===== config.mk =====
export PLATFORM = sky130hd
export DESIGN_NAME = hdt_timing
export DESIGN_NICKNAME = d
export VERILOG_FILES = /design/src/rtl/hdt_pkg.sv /design/src/rtl/hdt_clkgen.sv /design/src/rtl/hdt_fifo.sv /design/src/rtl/hdt_timing.sv
export VERILOG_INCLUDE_DIRS = /design/src /design/src/rtl
export SDC_FILE = /design/constraint.sdc
export NUM_CORES = 1
export LEC_CHECK = 0
export ABC_AREA = 1
export BUFFER_PORTS_ARGS = -buffer_cell sky130_fd_sc_hd__clkbuf_2
export CAP_MARGIN = 20
export CORE_ASPECT_RATIO = 1.4
export CORE_MARGIN = 5
export CORE_UTILIZATION = 57
export CTS_CLUSTER_DIAMETER = 40
export DETAILED_ROUTE_END_ITERATION = 6
export GPL_ROUTABILITY_DRIVEN = 0
export PLACE_DENSITY_LB_ADDON = 0.3
export SYNTH_ARGS = -nofsm -noshare
export SYNTH_HDL_FRONTEND = slang
export SYNTH_SLANG_ARGS = --single-unit

===== constraint.sdc =====
create_clock -name CLK -period 3.15 [get_ports CLK]
set_input_delay 0.4725 -clock CLK [delete_from_list [all_inputs] [get_ports CLK]]
set_output_delay 0.4725 -clock CLK [all_outputs]
set_load 0.01 [all_outputs]

===== src/rtl/hdt_map.svh =====
// timing, window and control constants for the 720-line display timing generator
`ifndef HDT_MAP_SVH
`define HDT_MAP_SVH
`define HDT_LINE_PERIOD_M1   11'd1649
`define HDT_FRAME_PERIOD_M1  10'd749
`define HDT_H_ACTIVE_START   11'd300
`define HDT_H_ACTIVE_LENGTH  11'd1280
`define HDT_H_BLANK_AFTER    11'd70
`define HDT_V_ACTIVE_START   10'd26
`define HDT_V_ACTIVE_LENGTH  10'd720
`define HDT_HSYNC_WIDTH      11'h050
`define HDT_BASE_X           11'h050
`define HDT_BASE_Y           10'h005
`define HDT_WIN_X_OFFSET     11'd220
`define HDT_WIN_Y_OFFSET     10'd25
`define HDT_DIGOUT_ON        8'h01
`define HDT_VSS_CLK_EXT      8'h0a
`define HDT_PTN_WORD0        32'h0000_0001
`define HDT_PTN_ALT_WORD0    32'h0000_0002
`define HDT_PTN_ALT_HSTART   16'h0001
`define HDT_PTN_LEN          7'd64
`define HDT_PTN_LEN_BITS     7
`endif


===== src/rtl/hdt_pkg.sv =====
// types shared by the display timing generator files
package hdt_pkg;
  typedef struct packed {
    logic [10:0] x_offset;
    logic [9:0]  y_offset;
    logic [10:0] width;
    logic [9:0]  height;
  } hdt_win_s;

  typedef struct packed {
    logic        video_encoder_core_on;
    logic        nonstd_timing;
    logic        timing_master;
    logic        hd_mode;
    logic        progressive;
  } hdt_mode_s;

  typedef struct packed {
    logic        hsync;
    logic        vsync;
    logic        active;
    logic [3:0]  win_hit;
  } hdt_timing_s;

  typedef logic [15:0] hdt_pix_t;
endpackage


===== src/rtl/hdt_clkgen.sv =====
// clock-pattern generator: walks a 64-step pattern, one enable per rising link-clock edge whose pattern bit is set
`timescale 1ns/1ps
`default_nettype none
module hdt_clkgen #(
  parameter int LEN = 64
) (
  input  wire logic        clk,
  input  wire logic        rst_n,
  input  wire logic        enable,
  input  wire logic        ext_rise,
  input  wire logic        use_alt,
  input  wire logic [31:0] ptn_word0,
  input  wire logic [31:0] ptn_alt_word0,
  output logic             pat_level,
  output logic             pix_en
);
  typedef struct packed {
    logic [6:0] step;
    logic       lvl;
    logic       en;
  } hdt_cg_s;
  hdt_cg_s st_ff, nxt_st;
  logic [63:0] ptn;
  logic        bit_now;

  always_comb begin
    // only word 0 is programmable here; upper words stay zero
    ptn     = use_alt ? {32'h0000_0000, ptn_alt_word0} : {32'h0000_0000, ptn_word0};
    bit_now = ptn[st_ff.step[5:0]];
    nxt_st  = st_ff;
    nxt_st.en = 1'b0;
    if (!enable) begin
      nxt_st = '0;
    end else if (ext_rise) begin
      // pattern 1 with length 1 reproduces the input clock one-for-one
      nxt_st.lvl = 1'b1;
      nxt_st.en  = bit_now;
      nxt_st.step = (st_ff.step == 7'(LEN - 1) || ptn[63:1] == '0) ? 7'd0 :
                    st_ff.step + 7'd1;
    end else begin
      nxt_st.lvl = 1'b0;
    end
  end

  always_ff @(posedge clk or negedge rst_n) begin
    if (!rst_n) begin
      st_ff <= '0;
    end else begin
      st_ff <= nxt_st;
    end
  end

  assign pat_level = st_ff.lvl;
  assign pix_en    = st_ff.en;
endmodule // hdt_clkgen
`default_nettype wire


===== src/rtl/hdt_fifo.sv =====
// small pixel fifo with valid/ready on both sides
`timescale 1ns/1ps
`default_nettype none
module hdt_fifo #(
  parameter int WIDTH = 16,
  parameter int DEPTH = 4
) (
  input  wire logic             clk,
  input  wire logic             rst_n,
  input  wire logic [WIDTH-1:0] in_data,
  input  wire logic             in_valid,
  output logic                  in_ready,
  output logic      [WIDTH-1:0] out_data,
  output logic                  out_valid,
  input  wire logic             out_ready
);
  localparam int AW = $clog2(DEPTH);
  typedef struct packed {
    logic [AW:0]      wr;
    logic [AW:0]      rd;
    logic [WIDTH-1:0] dout;
    logic             ready;
  } hdt_fifo_s;
  hdt_fifo_s st_ff, nxt_st;
  logic [WIDTH-1:0] mem_ff [DEPTH];
  logic [AW:0]      cnt;
  logic             do_wr;
  logic             do_rd;

  always_comb begin
    cnt       = st_ff.wr - st_ff.rd;
    // ready is registered so that the fill-side pin comes straight from a flop
    in_ready  = st_ff.ready;
    out_valid = (cnt != '0);
    do_wr     = in_valid && in_ready;
    do_rd     = out_valid && out_ready;
    out_data  = mem_ff[st_ff.rd[AW-1:0]];
    nxt_st    = st_ff;
    if (do_wr) begin
      nxt_st.wr = st_ff.wr + 1'b1;
    end
    if (do_rd) begin
      nxt_st.rd = st_ff.rd + 1'b1;
    end
    nxt_st.dout = out_data;
    nxt_st.ready = ((nxt_st.wr - nxt_st.rd) != DEPTH[AW:0]);
  end

  always_ff @(posedge clk or negedge rst_n) begin
    if (!rst_n) begin
      st_ff <= '0;
    end else begin
      st_ff <= nxt_st;
    end
  end

  // storage has no reset: contents are only read once written
  always_ff @(posedge clk) begin
    if (do_wr) begin
      mem_ff[st_ff.wr[AW-1:0]] <= in_data;
    end
  end
endmodule // hdt_fifo
`default_nettype wire


===== src/rtl/hdt_timing.sv =====
// What this block does
// - each line is 1650 pixel clocks, 1280 of them active
// - blanking split 300 before active and 70 after
// - lines 0 to 25 are vertical blanking at frame top
// - 720 active lines of 1280 active pixels each
// - line and frame period settings hold 1649 and 749
// - active starts at pixel 300, line 26; sync delays zero, alternate start 1
// - horizontal sync pulse is 80 pixels wide, equal to base origin
// - window position is offset plus base origin of 80 pixels, 5 lines
// - four windows: two video, two overlay; video window 1 is forced off
// - horizontal and vertical syncs driven toward the encoder
// - pixel clock is the 74.25 MHz external clock, not internal 27 MHz
// - pattern generator up to 64 steps; here reproduces the input clock
// - pattern clock goes out on the pixel clock pin
// - field id pin disabled, display output-enable pin enabled
// - only video window 0 active, video window 1 off
// - overlay field inversion cleared when video window 0 is used
// - digital output control 0x1 enables the parallel video output
// - subsystem clock control 0x0a selects external clock, enables encoder clock
// - encoder mode: on, non-standard, master, high definition, progressive
`timescale 1ns/1ps
`default_nettype none
`include "hdt_map.svh"
module hdt_timing
  import hdt_pkg::*;
#(
  parameter int FIFO_DEPTH = 4
) (
  input  wire logic                 CLK,
  input  wire logic                 RST_N,
  input  wire logic                 EXTERNAL_PIXEL_CLOCK_IN,
  input  wire logic                 TIMING_ENABLE,
  input  wire logic [7:0]           VIDEO_SUBSYSTEM_CLOCK_CONTROL,
  input  wire logic [7:0]           DIGITAL_OUTPUT_CONTROL,
  input  wire logic                 SYNC_OUTPUTS_ON,
  input  wire hdt_pkg::hdt_mode_s   ENCODER_MODE,
  input  wire logic [1:0]           VIDEO_WINDOW_MODE,
  input  wire logic [1:0]           OVERLAY_WINDOW_ON,
  input  wire logic                 OVERLAY_FIELD_INVERT,
  input  wire hdt_pkg::hdt_win_s    WIN_CFG [4],
  input  wire hdt_pkg::hdt_pix_t    PIX_DATA,
  input  wire logic                 PIX_VALID,
  output logic                      PIX_READY,
  output logic                      PIXEL_CLOCK_OUT,
  output logic                      HSYNC,
  output logic                      VSYNC,
  output logic                      DISPLAY_OE,
  output logic                      FIELD_ID,
  output logic                      FIELD_ID_PIN_ENABLE,
  output logic                      DISPLAY_OE_PIN_ENABLE,
  output hdt_pkg::hdt_pix_t         VIDEO_OUT,
  output logic [3:0]                WIN_HIT,
  output logic                      UNDERRUN,
  output logic                      CONFIG_OK
);
  import hdt_pkg::*;

  typedef struct packed {
    logic        ext_s1;
    logic        ext_s2;
    logic        ext_d;
    logic        in_rdy;
    logic [10:0] hcnt;
    logic [9:0]  vcnt;
    logic        hsync;
    logic        vsync;
    logic        oe;
    logic [3:0]  hit;
    logic [15:0] video;
    logic        underrun;
    logic        cfg_ok;
    logic        pclk;
  } hdt_top_s;

  hdt_top_s    st_ff, nxt_st;
  logic        ext_rise;
  logic        clk_sel_ext;
  logic        enc_clk_on;
  logic        pat_level;
  logic        pix_en;
  logic        enc_ready;
  logic        h_act;
  logic        v_act;
  logic [3:0]  win_on;
  logic [3:0]  hit_now;
  hdt_pix_t    fifo_data;
  logic        fifo_valid;
  logic        fifo_pop;
  logic        cfg_ok;

  // the external clock is sampled by CLK; two flops before any edge detection
  always_comb begin
    ext_rise    = st_ff.ext_s2 && !st_ff.ext_d;
    clk_sel_ext = (VIDEO_SUBSYSTEM_CLOCK_CONTROL == `HDT_VSS_CLK_EXT);
    enc_clk_on  = clk_sel_ext && ENCODER_MODE.video_encoder_core_on;
  end

  hdt_clkgen #(
    .LEN (64)
  ) u_clkgen (
    .clk           (CLK),
    .rst_n         (RST_N),
    .enable        (enc_clk_on),
    .ext_rise      (ext_rise),
    .use_alt       (1'b0),
    .ptn_word0     (`HDT_PTN_WORD0),
    .ptn_alt_word0 (`HDT_PTN_ALT_WORD0),
    .pat_level     (pat_level),
    .pix_en        (pix_en)
  );

  hdt_fifo #(
    .WIDTH ($bits(hdt_pix_t)),
    .DEPTH (FIFO_DEPTH)
  ) u_fifo (
    .clk       (CLK),
    .rst_n     (RST_N),
    .in_data   (PIX_DATA),
    .in_valid  (PIX_VALID),
    .in_ready  (PIX_READY),
    .out_data  (fifo_data),
    .out_valid (fifo_valid),
    .out_ready (fifo_pop)
  );

  // encoder mode must select the full hd progressive master combination
  assign enc_ready = ENCODER_MODE.video_encoder_core_on && ENCODER_MODE.nonstd_timing &&
                     ENCODER_MODE.timing_master && ENCODER_MODE.hd_mode &&
                     ENCODER_MODE.progressive;

  // window-0-only with field inversion cleared is the supported set-up
  assign cfg_ok = enc_ready && clk_sel_ext && (VIDEO_WINDOW_MODE == 2'b01) &&
                  !OVERLAY_FIELD_INVERT;

  assign h_act = (st_ff.hcnt >= `HDT_H_ACTIVE_START) &&
                 (st_ff.hcnt < `HDT_H_ACTIVE_START + `HDT_H_ACTIVE_LENGTH);
  assign v_act = (st_ff.vcnt >= `HDT_V_ACTIVE_START) &&
                 (st_ff.vcnt < `HDT_V_ACTIVE_START + `HDT_V_ACTIVE_LENGTH);

  assign win_on = {OVERLAY_WINDOW_ON, VIDEO_WINDOW_MODE[1] & 1'b0, VIDEO_WINDOW_MODE[0]};

  genvar gi;
  generate
    for (gi = 0; gi < 4; gi++) begin : g_win
      logic [10:0] x0;
      logic [9:0]  y0;
      assign x0 = WIN_CFG[gi].x_offset + `HDT_BASE_X;
      assign y0 = WIN_CFG[gi].y_offset + `HDT_BASE_Y;
      assign hit_now[gi] = win_on[gi] &&
                           (st_ff.hcnt >= x0) && (st_ff.hcnt < x0 + WIN_CFG[gi].width) &&
                           (st_ff.vcnt >= y0) && (st_ff.vcnt < y0 + WIN_CFG[gi].height);
    end
  endgenerate

  assign fifo_pop = pix_en && TIMING_ENABLE && h_act && v_act &&
                    (DIGITAL_OUTPUT_CONTROL == `HDT_DIGOUT_ON);

  always_comb begin
    nxt_st        = st_ff;
    nxt_st.ext_s1 = EXTERNAL_PIXEL_CLOCK_IN;
    nxt_st.ext_s2 = st_ff.ext_s1;
    nxt_st.ext_d  = st_ff.ext_s2;
    nxt_st.cfg_ok = cfg_ok;
    nxt_st.pclk   = pat_level;
    if (!TIMING_ENABLE || !enc_clk_on) begin
      nxt_st.hcnt  = '0;
      nxt_st.vcnt  = '0;
      nxt_st.hsync = 1'b0;
      nxt_st.vsync = 1'b0;
      nxt_st.oe    = 1'b0;
      nxt_st.hit   = '0;
      nxt_st.video = '0;
    end else if (pix_en) begin
      // syncs, output enable, window hits and video advance together on the pixel rising edge
      if (st_ff.hcnt == `HDT_LINE_PERIOD_M1) begin
        nxt_st.hcnt = '0;
        nxt_st.vcnt = (st_ff.vcnt == `HDT_FRAME_PERIOD_M1) ? 10'd0 : st_ff.vcnt + 10'd1;
      end else begin
        nxt_st.hcnt = st_ff.hcnt + 11'd1;
      end
      // zero sync delay: syncs begin at count 0
      nxt_st.hsync = SYNC_OUTPUTS_ON && (st_ff.hcnt < `HDT_HSYNC_WIDTH);
      nxt_st.vsync = SYNC_OUTPUTS_ON && (st_ff.vcnt == 10'd0);
      nxt_st.oe    = h_act && v_act;
      nxt_st.hit   = hit_now;
      nxt_st.video = fifo_pop ? (fifo_valid ? fifo_data : 16'h0000) : 16'h0000;
      if (fifo_pop && !fifo_valid) begin
        nxt_st.underrun = 1'b1;
      end
    end
  end

  always_ff @(posedge CLK or negedge RST_N) begin
    if (!RST_N) begin
      st_ff <= '0;
    end else begin
      st_ff <= nxt_st;
    end
  end

  // progressive: field id held low, pin disabled; output-enable pin on
  always_ff @(posedge CLK or negedge RST_N) begin
    if (!RST_N) begin
      FIELD_ID              <= 1'b0;
      FIELD_ID_PIN_ENABLE   <= 1'b0;
      DISPLAY_OE_PIN_ENABLE <= 1'b0;
    end else begin
      FIELD_ID              <= 1'b0;
      FIELD_ID_PIN_ENABLE   <= 1'b0;
      DISPLAY_OE_PIN_ENABLE <= 1'b1;
    end
  end

  assign PIXEL_CLOCK_OUT = st_ff.pclk;
  assign HSYNC           = st_ff.hsync;
  assign VSYNC           = st_ff.vsync;
  assign DISPLAY_OE      = st_ff.oe;
  assign WIN_HIT         = st_ff.hit;
  assign VIDEO_OUT       = st_ff.video;
  assign UNDERRUN        = st_ff.underrun;
  assign CONFIG_OK       = st_ff.cfg_ok;
endmodule // hdt_timing
`default_nettype wire


# --- Yosys cells after proc, flatten, opt, wreduce, memory -nomap -nowiden ---
# Memories as Yosys holds them, arrays and structs flattened.
# Cells that the tools add are included.
totals:
  regBits: 66
  latch_bits: 0
  ram_bits: 64
  rom_bits: 64
  inputBits: 216
  out_inout_bits: 30
  wordCells: 128
  n_memories: 2
mem_list:
  columns: ["memory", "words", "width", "rd", "rd_clocked_by_memory_dff", "wr", "line_no", "text"]
  rows:
  - ["(name not given)", 64, 1, 1, 0, 0, "hdt_clkgen.sv:29", "bit_now = ptn[st_ff.step[5:0]];"]
  - ["u_fifo.mem_ff", 4, 16, 1, 0, 1, "hdt_fifo.sv:25", "logic [WIDTH-1:0] mem_ff [DEPTH];"]
classes:
  addsub: 18
  mul: 0
  div_mod_pow: 0
  magnitude_cmp: 18
  eq_ne: 7
  shift: 0
  muxes: 17
  bitwise_logic: 1
  n_reduce_logical: 45
ops:
  columns: ["op", "n"]
  rows:
  - ["45-bit 2-to-1 mux", 1]
  - ["44-bit 2-to-1 mux", 1]
  - ["11-bit adder", 3]
  - ["11-bit by 7-bit adder with 11-bit output, second input constant", 3]
  - ["11-bit >= comparator", 3]
  - ["1-bit logical AND", 33]
  - ["11-bit < comparator", 3]
  - ["16-bit 2-to-1 mux", 2]
  - ["10-bit adder", 3]
  - ["10-bit by 3-bit adder with 10-bit output, second input constant", 3]
  - ["10-bit >= comparator", 3]
  - ["10-bit < comparator", 3]
  - ["10-bit 2-to-1 mux", 2]
  - ["11-bit by 1-bit adder with 11-bit output, second input constant", 1]
  - ["11-bit == test, second input constant", 1]
  - ["11-bit by 9-bit >= comparator with 1-bit output, second input constant", 1]
  - ["11-bit < comparator, second input constant", 1]
  - ["11-bit by 7-bit < comparator with 1-bit output, second input constant", 1]
  - ["11-bit 2-to-1 mux", 1]
  - ["10-bit by 1-bit adder with 10-bit output, second input constant", 1]
  - ["10-bit == test, second input constant", 1]
  - ["10-bit by 5-bit >= comparator with 1-bit output, second input constant", 1]
  - ["10-bit zero test", 1]
  - ["10-bit < comparator, second input constant", 1]
  - ["other kinds (19)", 32]

# --- Logic depth before layout (Yosys ltp) ---
depth:
  ltp_word: 9
  ltp_mapped: 28

# --- By module ---
# A second synthesis with hierarchy kept.
hier_totals:
  cells_unflattened: 1900
  hier_area_um2: 13654.3
by_module_without_submodules:
  columns: ["mod", "n_inst", "cells_each", "area_per_inst_um2", "seq_area_each_um2"]
  rows:
  - ["hdt_timing", 1, 1419, 9306.4, 1251.2]
  - ["hdt_fifo", 1, 245, 3047.9, 2097.0]
  - ["hdt_clkgen", 1, 236, 1300.0, 225.2]

# --- Worst setup path after synthesis ---
# No wires, ideal clock.
synth_timing:
  path_kind: "input -> register"
  start: "input WIN_CFG[63] in the netlist's numbering"
  end: "register st_ff, in the netlist WIN_HIT[2]"
  setup_time_ns: 0.118
  arrival_time_ns: 3.083
  required_ns: 3.032
  setup_slack_ns: -0.051
  cell_stages: 24
  path_buffers: 0
  cell_sequence: "ha_1 > or2_2 > nand2_1 > nor2_1 > a21o_1 > nand2_1 > inv_1 > ha_1 > nand2_1 > inv_1 > nand4_1 > nand3_1 > nand2_1 > nand2_1 > a21oi_1 > inv_1 > nand2_1 > nand2_1 > ha_1 > nand4_1 > nor4_1 > nor2_1 > nand4_1 > nand2_1"
synth_via:
  elab_chain_cells: 6
synth_lines:
  columns: ["item", "line_no", "text"]
  rows:
  - ["start, declared", "hdt_timing.sv:40", "input wire hdt_pkg::hdt_win_s WIN_CFG [4],"]
  - ["10-bit by 3-bit adder with 10-bit output (no source line) (*)", null, null]
  - ["10-bit adder / 10-bit >= comparator (equally long branches)", "hdt_timing.sv:151", "(st_ff.vcnt >= y0) && (st_ff.vcnt < y0 + WIN_CFG[gi].height);"]
  - ["10-bit < comparator / 1-bit logical AND (equally long branches)", "hdt_timing.sv:151, hdt_timing.sv:150", null]
  - ["1-bit logical AND (*)", "hdt_timing.sv:151", null]
  - ["45-bit 2-to-1 mux (*)", "hdt_timing.sv:173", "end else if (pix_en) begin"]
  - ["44-bit 2-to-1 mux (*)", "hdt_timing.sv:165", "if (!TIMING_ENABLE || !enc_clk_on) begin"]
  - ["end signal, assigned", "hdt_timing.sv:197", "st_ff <= nxt_st;"]
  - ["end, declared", "hdt_timing.sv:75", "hdt_top_s st_ff, nxt_st;"]
# Mark *: on every way between the ends. The rest lies on a longest branch, timed or not. The select of a mux whose other input is x is not followed.
# A chain may end at the register's enable or synchronous reset.

# --- Worst setup path in the final report ---
# Same ends and word-level chain as after synthesis.

==> metrics.csv <==
stage;metric;value;unit
run_status;run status;finished clean;
placement;Inst Count DP;2022;
grt;pin count of the biggest net entering global routing;42;
placement;detailed-placement wirelength estimate;23920;µm
routing;WL per Instance;14.85;µm
setup_path;CP Class;input pin to register;
timing;Tcrit/Tclk final;0.9684;
timing;final setup violation count;0;
cts;clock sinks;122;
cts;worst-skew pair later-pin latency;0.42;ns
cts;total CTS buffers;17;
pwr;LEAKAGE;7.714;nW
floorplanning;chip height;179.3;µm
routing;Avg Vias per Cell;5.384;
routing;total number of vias;11097;
routing;drt total wl;30610;µm
final_layout;Final nets;2213;
pwr;power density cells;382.8;nW/µm²
logic_synthesis;Yosys reg bits;122;
timing;Layout Skew;0.01247;ns
run;Max Cap Viol;0;
routing;drt first-iter violations;513;
final_layout;fillers;1534;
floorplanning;Starting Density;0.5739;
logic_synthesis;EDFF count, synth;64;
timing;max_slew headroom;0.5271;
placement;# port buffers;200;
logic_synthesis;Mean Syn Cell Area;8.023;µm²
grt;All-Layer GR Usage;0.2527;
final_layout;storage element area;3374;µm²
cts;CTS tree;yes;
pwr;Switching Share;0.3338;
timing;Slew Limit Fails;0;
setup_path;worst path arrival time;3.35;ns
timing;final worst setup slack;0.09944;ns
cts;Reg clk slew, reported paths;0.06;ns
cts;maximum clock path buffer count;2;
logic_synthesis;sequential element share of the synthesized area;0.2892;
timing;worst hold slack;0.1588;ns
routing;Routed Antenna Nets;0;
logic_synthesis;Post-synth ARST share;0.4754;
setup_path;CP Max Fanout;4;
floorplanning;row count;62;
floorplanning;core outline area;20320;µm²
final_layout;Diodes inserted;0;
final_layout;Multi-input gate area;7687;µm²
grt;GRT overflow;0;
final_layout;Area growth syn-to-layout;27.31;%
pwr;P_sw;0.001897;W
logic_synthesis;synth warn;0;
cts;clock root cell;clkbuf_16;
logic_synthesis;Mapped Cells;1454;
floorplanning;I/O pin count;246;
placement;dpl ws;-0.5075;ns
pwr;Pint;0.003787;W
grt;vias in the first global route;10810;
cts;H-tree depth;4;
setup_path;critical path required time;3.45;ns
final_layout;layout cell share with drive strength beyond 1;0.2681;
grt;initial antenna violation count;1;
setup_path;CP Launch Type;input pin;
setup_path;crit path capture type;register;
grt;first-pass GRT wire length;47660;µm
pwr;IR drop worst, VDD;0.0005738;V
timing;Tmin final;3.051;ns
routing;# DRC;0;
floorplanning;Die ar.;23470;µm²
pwr;PnR Total Power;0.005685;W
pwr;Seq pwr share;0.340;
timing;Final Hold Viols;0;
routing;Initial DRT Pass Iterations;5;
final_layout;non-filler cells, final;2061;
logic_synthesis;Synth cell types;49;
pwr;Comb power frac;0.340;
floorplanning;Die Width;130.9;µm
worst_hold_path;Tightest Hold Check Type;input pin to register;
pwr;Clk pwr share;0.319;
timing;RSZ-0062 raised after global routing;true;
logic_synthesis;ys flop type;edfxtp_1;
logic_synthesis;Mapped Area;11660;µm²
timing;Least-Margin Pin Slew;0.7086;ns
final_layout;Util after Layout;0.7307;
timing;Max Fclk;327.8;MHz
final cells by class:
cell class	count	area share
Tap cell	256	0.02157
Sequential cell	122	0.2272
Clock buffer	17	0.02865
Timing Repair Buffer	353	0.1466
Multi-Input combinational cell	1103	0.5177
Inverter	195	0.04971
Clock inverter	15	0.008594
cells by family after synthesis:
logic type               share of synthesized area
buffers and inverters                      0.08474
other                                    0.0006438
XOR/XNOR                                   0.07133
AND/OR/NAND/NOR                             0.2041
AO/OA/AOI/OAI                               0.1262
adder cells (fa/ha/maj)                     0.2237
flip-flops                                  0.2892
per-stage QoR:
stage | TNS (ns) | area (µm²)
5_1_grt | -0.1654 | 14850
2_1_floorplan | 0 | 11700
6_report | 0 | 14850
3_3_place_gp | -0.8771 | 13860
3_5_place_dp | -1.252 | 13860
4_1_cts | 0 | 14430
sequential cells by signal, indices dropped and copies added, names as in the netlist, 2 cells and up:
register,flops
VIDEO_OUT,16
nxt_st,2
st_ff,22
WIN_HIT,3
u_fifo.st_ff,6
u_fifo.mem_ff,64
layer usage:
metal,share of wire,wire [µm],up-vias,global-route usage
li1,-,-,5589,-
met4,0.029,901,2,0.08448
met1,0.37,11380,5116,0.2730
met2,0.54,16550,318,0.4857
met5,0.00042,13,-,0
met3,0.058,1760,72,0.04501
power by group through the flow:
stage,sequential (W),clock (W),combinational [W]
2_1_floorplan,0.00195,0,0.00110
3_3_place_gp,0.00196,0,0.00174
3_5_place_dp,0.00196,0,0.00182
4_1_cts,0.00193,0.00184,0.00184
5_1_grt,0.00195,0.00191,0.00218
6_report,0.00193,0.00182,0.00193
cell usage after synthesis (16+ instances only):
cell type  instances  share of area
buf_4             22          0.014
nand2_1          299          0.096
nand4_1           30          0.016
nor2_1           110          0.035
edfxtp_1          64           0.16
inv_1            189          0.061
dfrtp_1           58           0.12
xnor2_1           24          0.018
o21a_1            17          0.011
nand3_1           58          0.025
xor2_1            71          0.053
a21oi_1          128          0.055
nor3_1            16         0.0069
ha_1             199           0.21
o21ai_0           54          0.023
worst max-delay path: stages:
cell	delay, ns
buf_6	0.10
ha_4	0.15
or2_4	0.24
nand2_4	0.07
nor2_4	0.04
a21o_1	0.16
nand2_2	0.10
inv_2	0.05
ha_4	0.22
nand2_2	0.07
inv_2	0.04
nand4_1	0.11
nand3_2	0.12
buf_4	0.15
buf_4	0.12
xor2_1	0.13
ha_1	0.30
nand4_1	0.16
nor4_2	0.32
nor2_2	0.08
nand4_1	0.07
nand2_1	0.06
what timing repair did:
| item | 4_1_cts | 5_1_grt |
|---|---|---|
| endpoints found under the hold margin | 0 | 6 |
| endpoints found under the setup margin | 1 | 4 |
| hold buffers | 0 | 1 |
| gates resized for setup | 4 | 80 |
| pin swaps | 2 | 40 |
| setup buffers | 0 | 5 |
| cloned | 0 | 0 |
placed cells by master (no fill, tap or decap), types with 17 or more instances in the layout:
cell type	Yosys	final
clkbuf_16	0	17
ha_1	199	190
clkbuf_2	0	197
inv_1	189	185
o21a_1	17	17
nand2_1	299	291
edfxtp_1	64	64
dfrtp_1	58	57
nor2_1	110	100
nand3_1	58	52
buf_4	22	151
o21ai_0	54	47
xnor2_1	24	20
a21oi_1	128	115
nand4_1	30	30
xor2_1	71	63
worst paths after layout:
kind	slack [ns]	startpoint	cells past startpoint	endpoint
hold / removal	0.16	EXTERNAL_PIXEL_CLOCK_IN	1	nxt_st[49]$_DFF_PN0_
setup / recovery	0.1	WIN_CFG[63]	22	WIN_HIT[2]$_DFFE_PN0P_
min in group asynchronous	0.44	RST_N	2	VIDEO_OUT[13]$_DFFE_PN0P_
max in group asynchronous	2.00	RST_N	4	u_fifo.st_ff[18]$_DFF_PN0_
setup reg to reg	0.23	st_ff[35]$_DFFE_PN0P_	17	u_fifo.in_ready$_DFF_PN0_
hold reg to reg	0.35	nxt_st[49]$_DFF_PN0_	0	nxt_st[48]$_DFF_PN0_
Note: power is estimated with default switching activity, not from simulation.
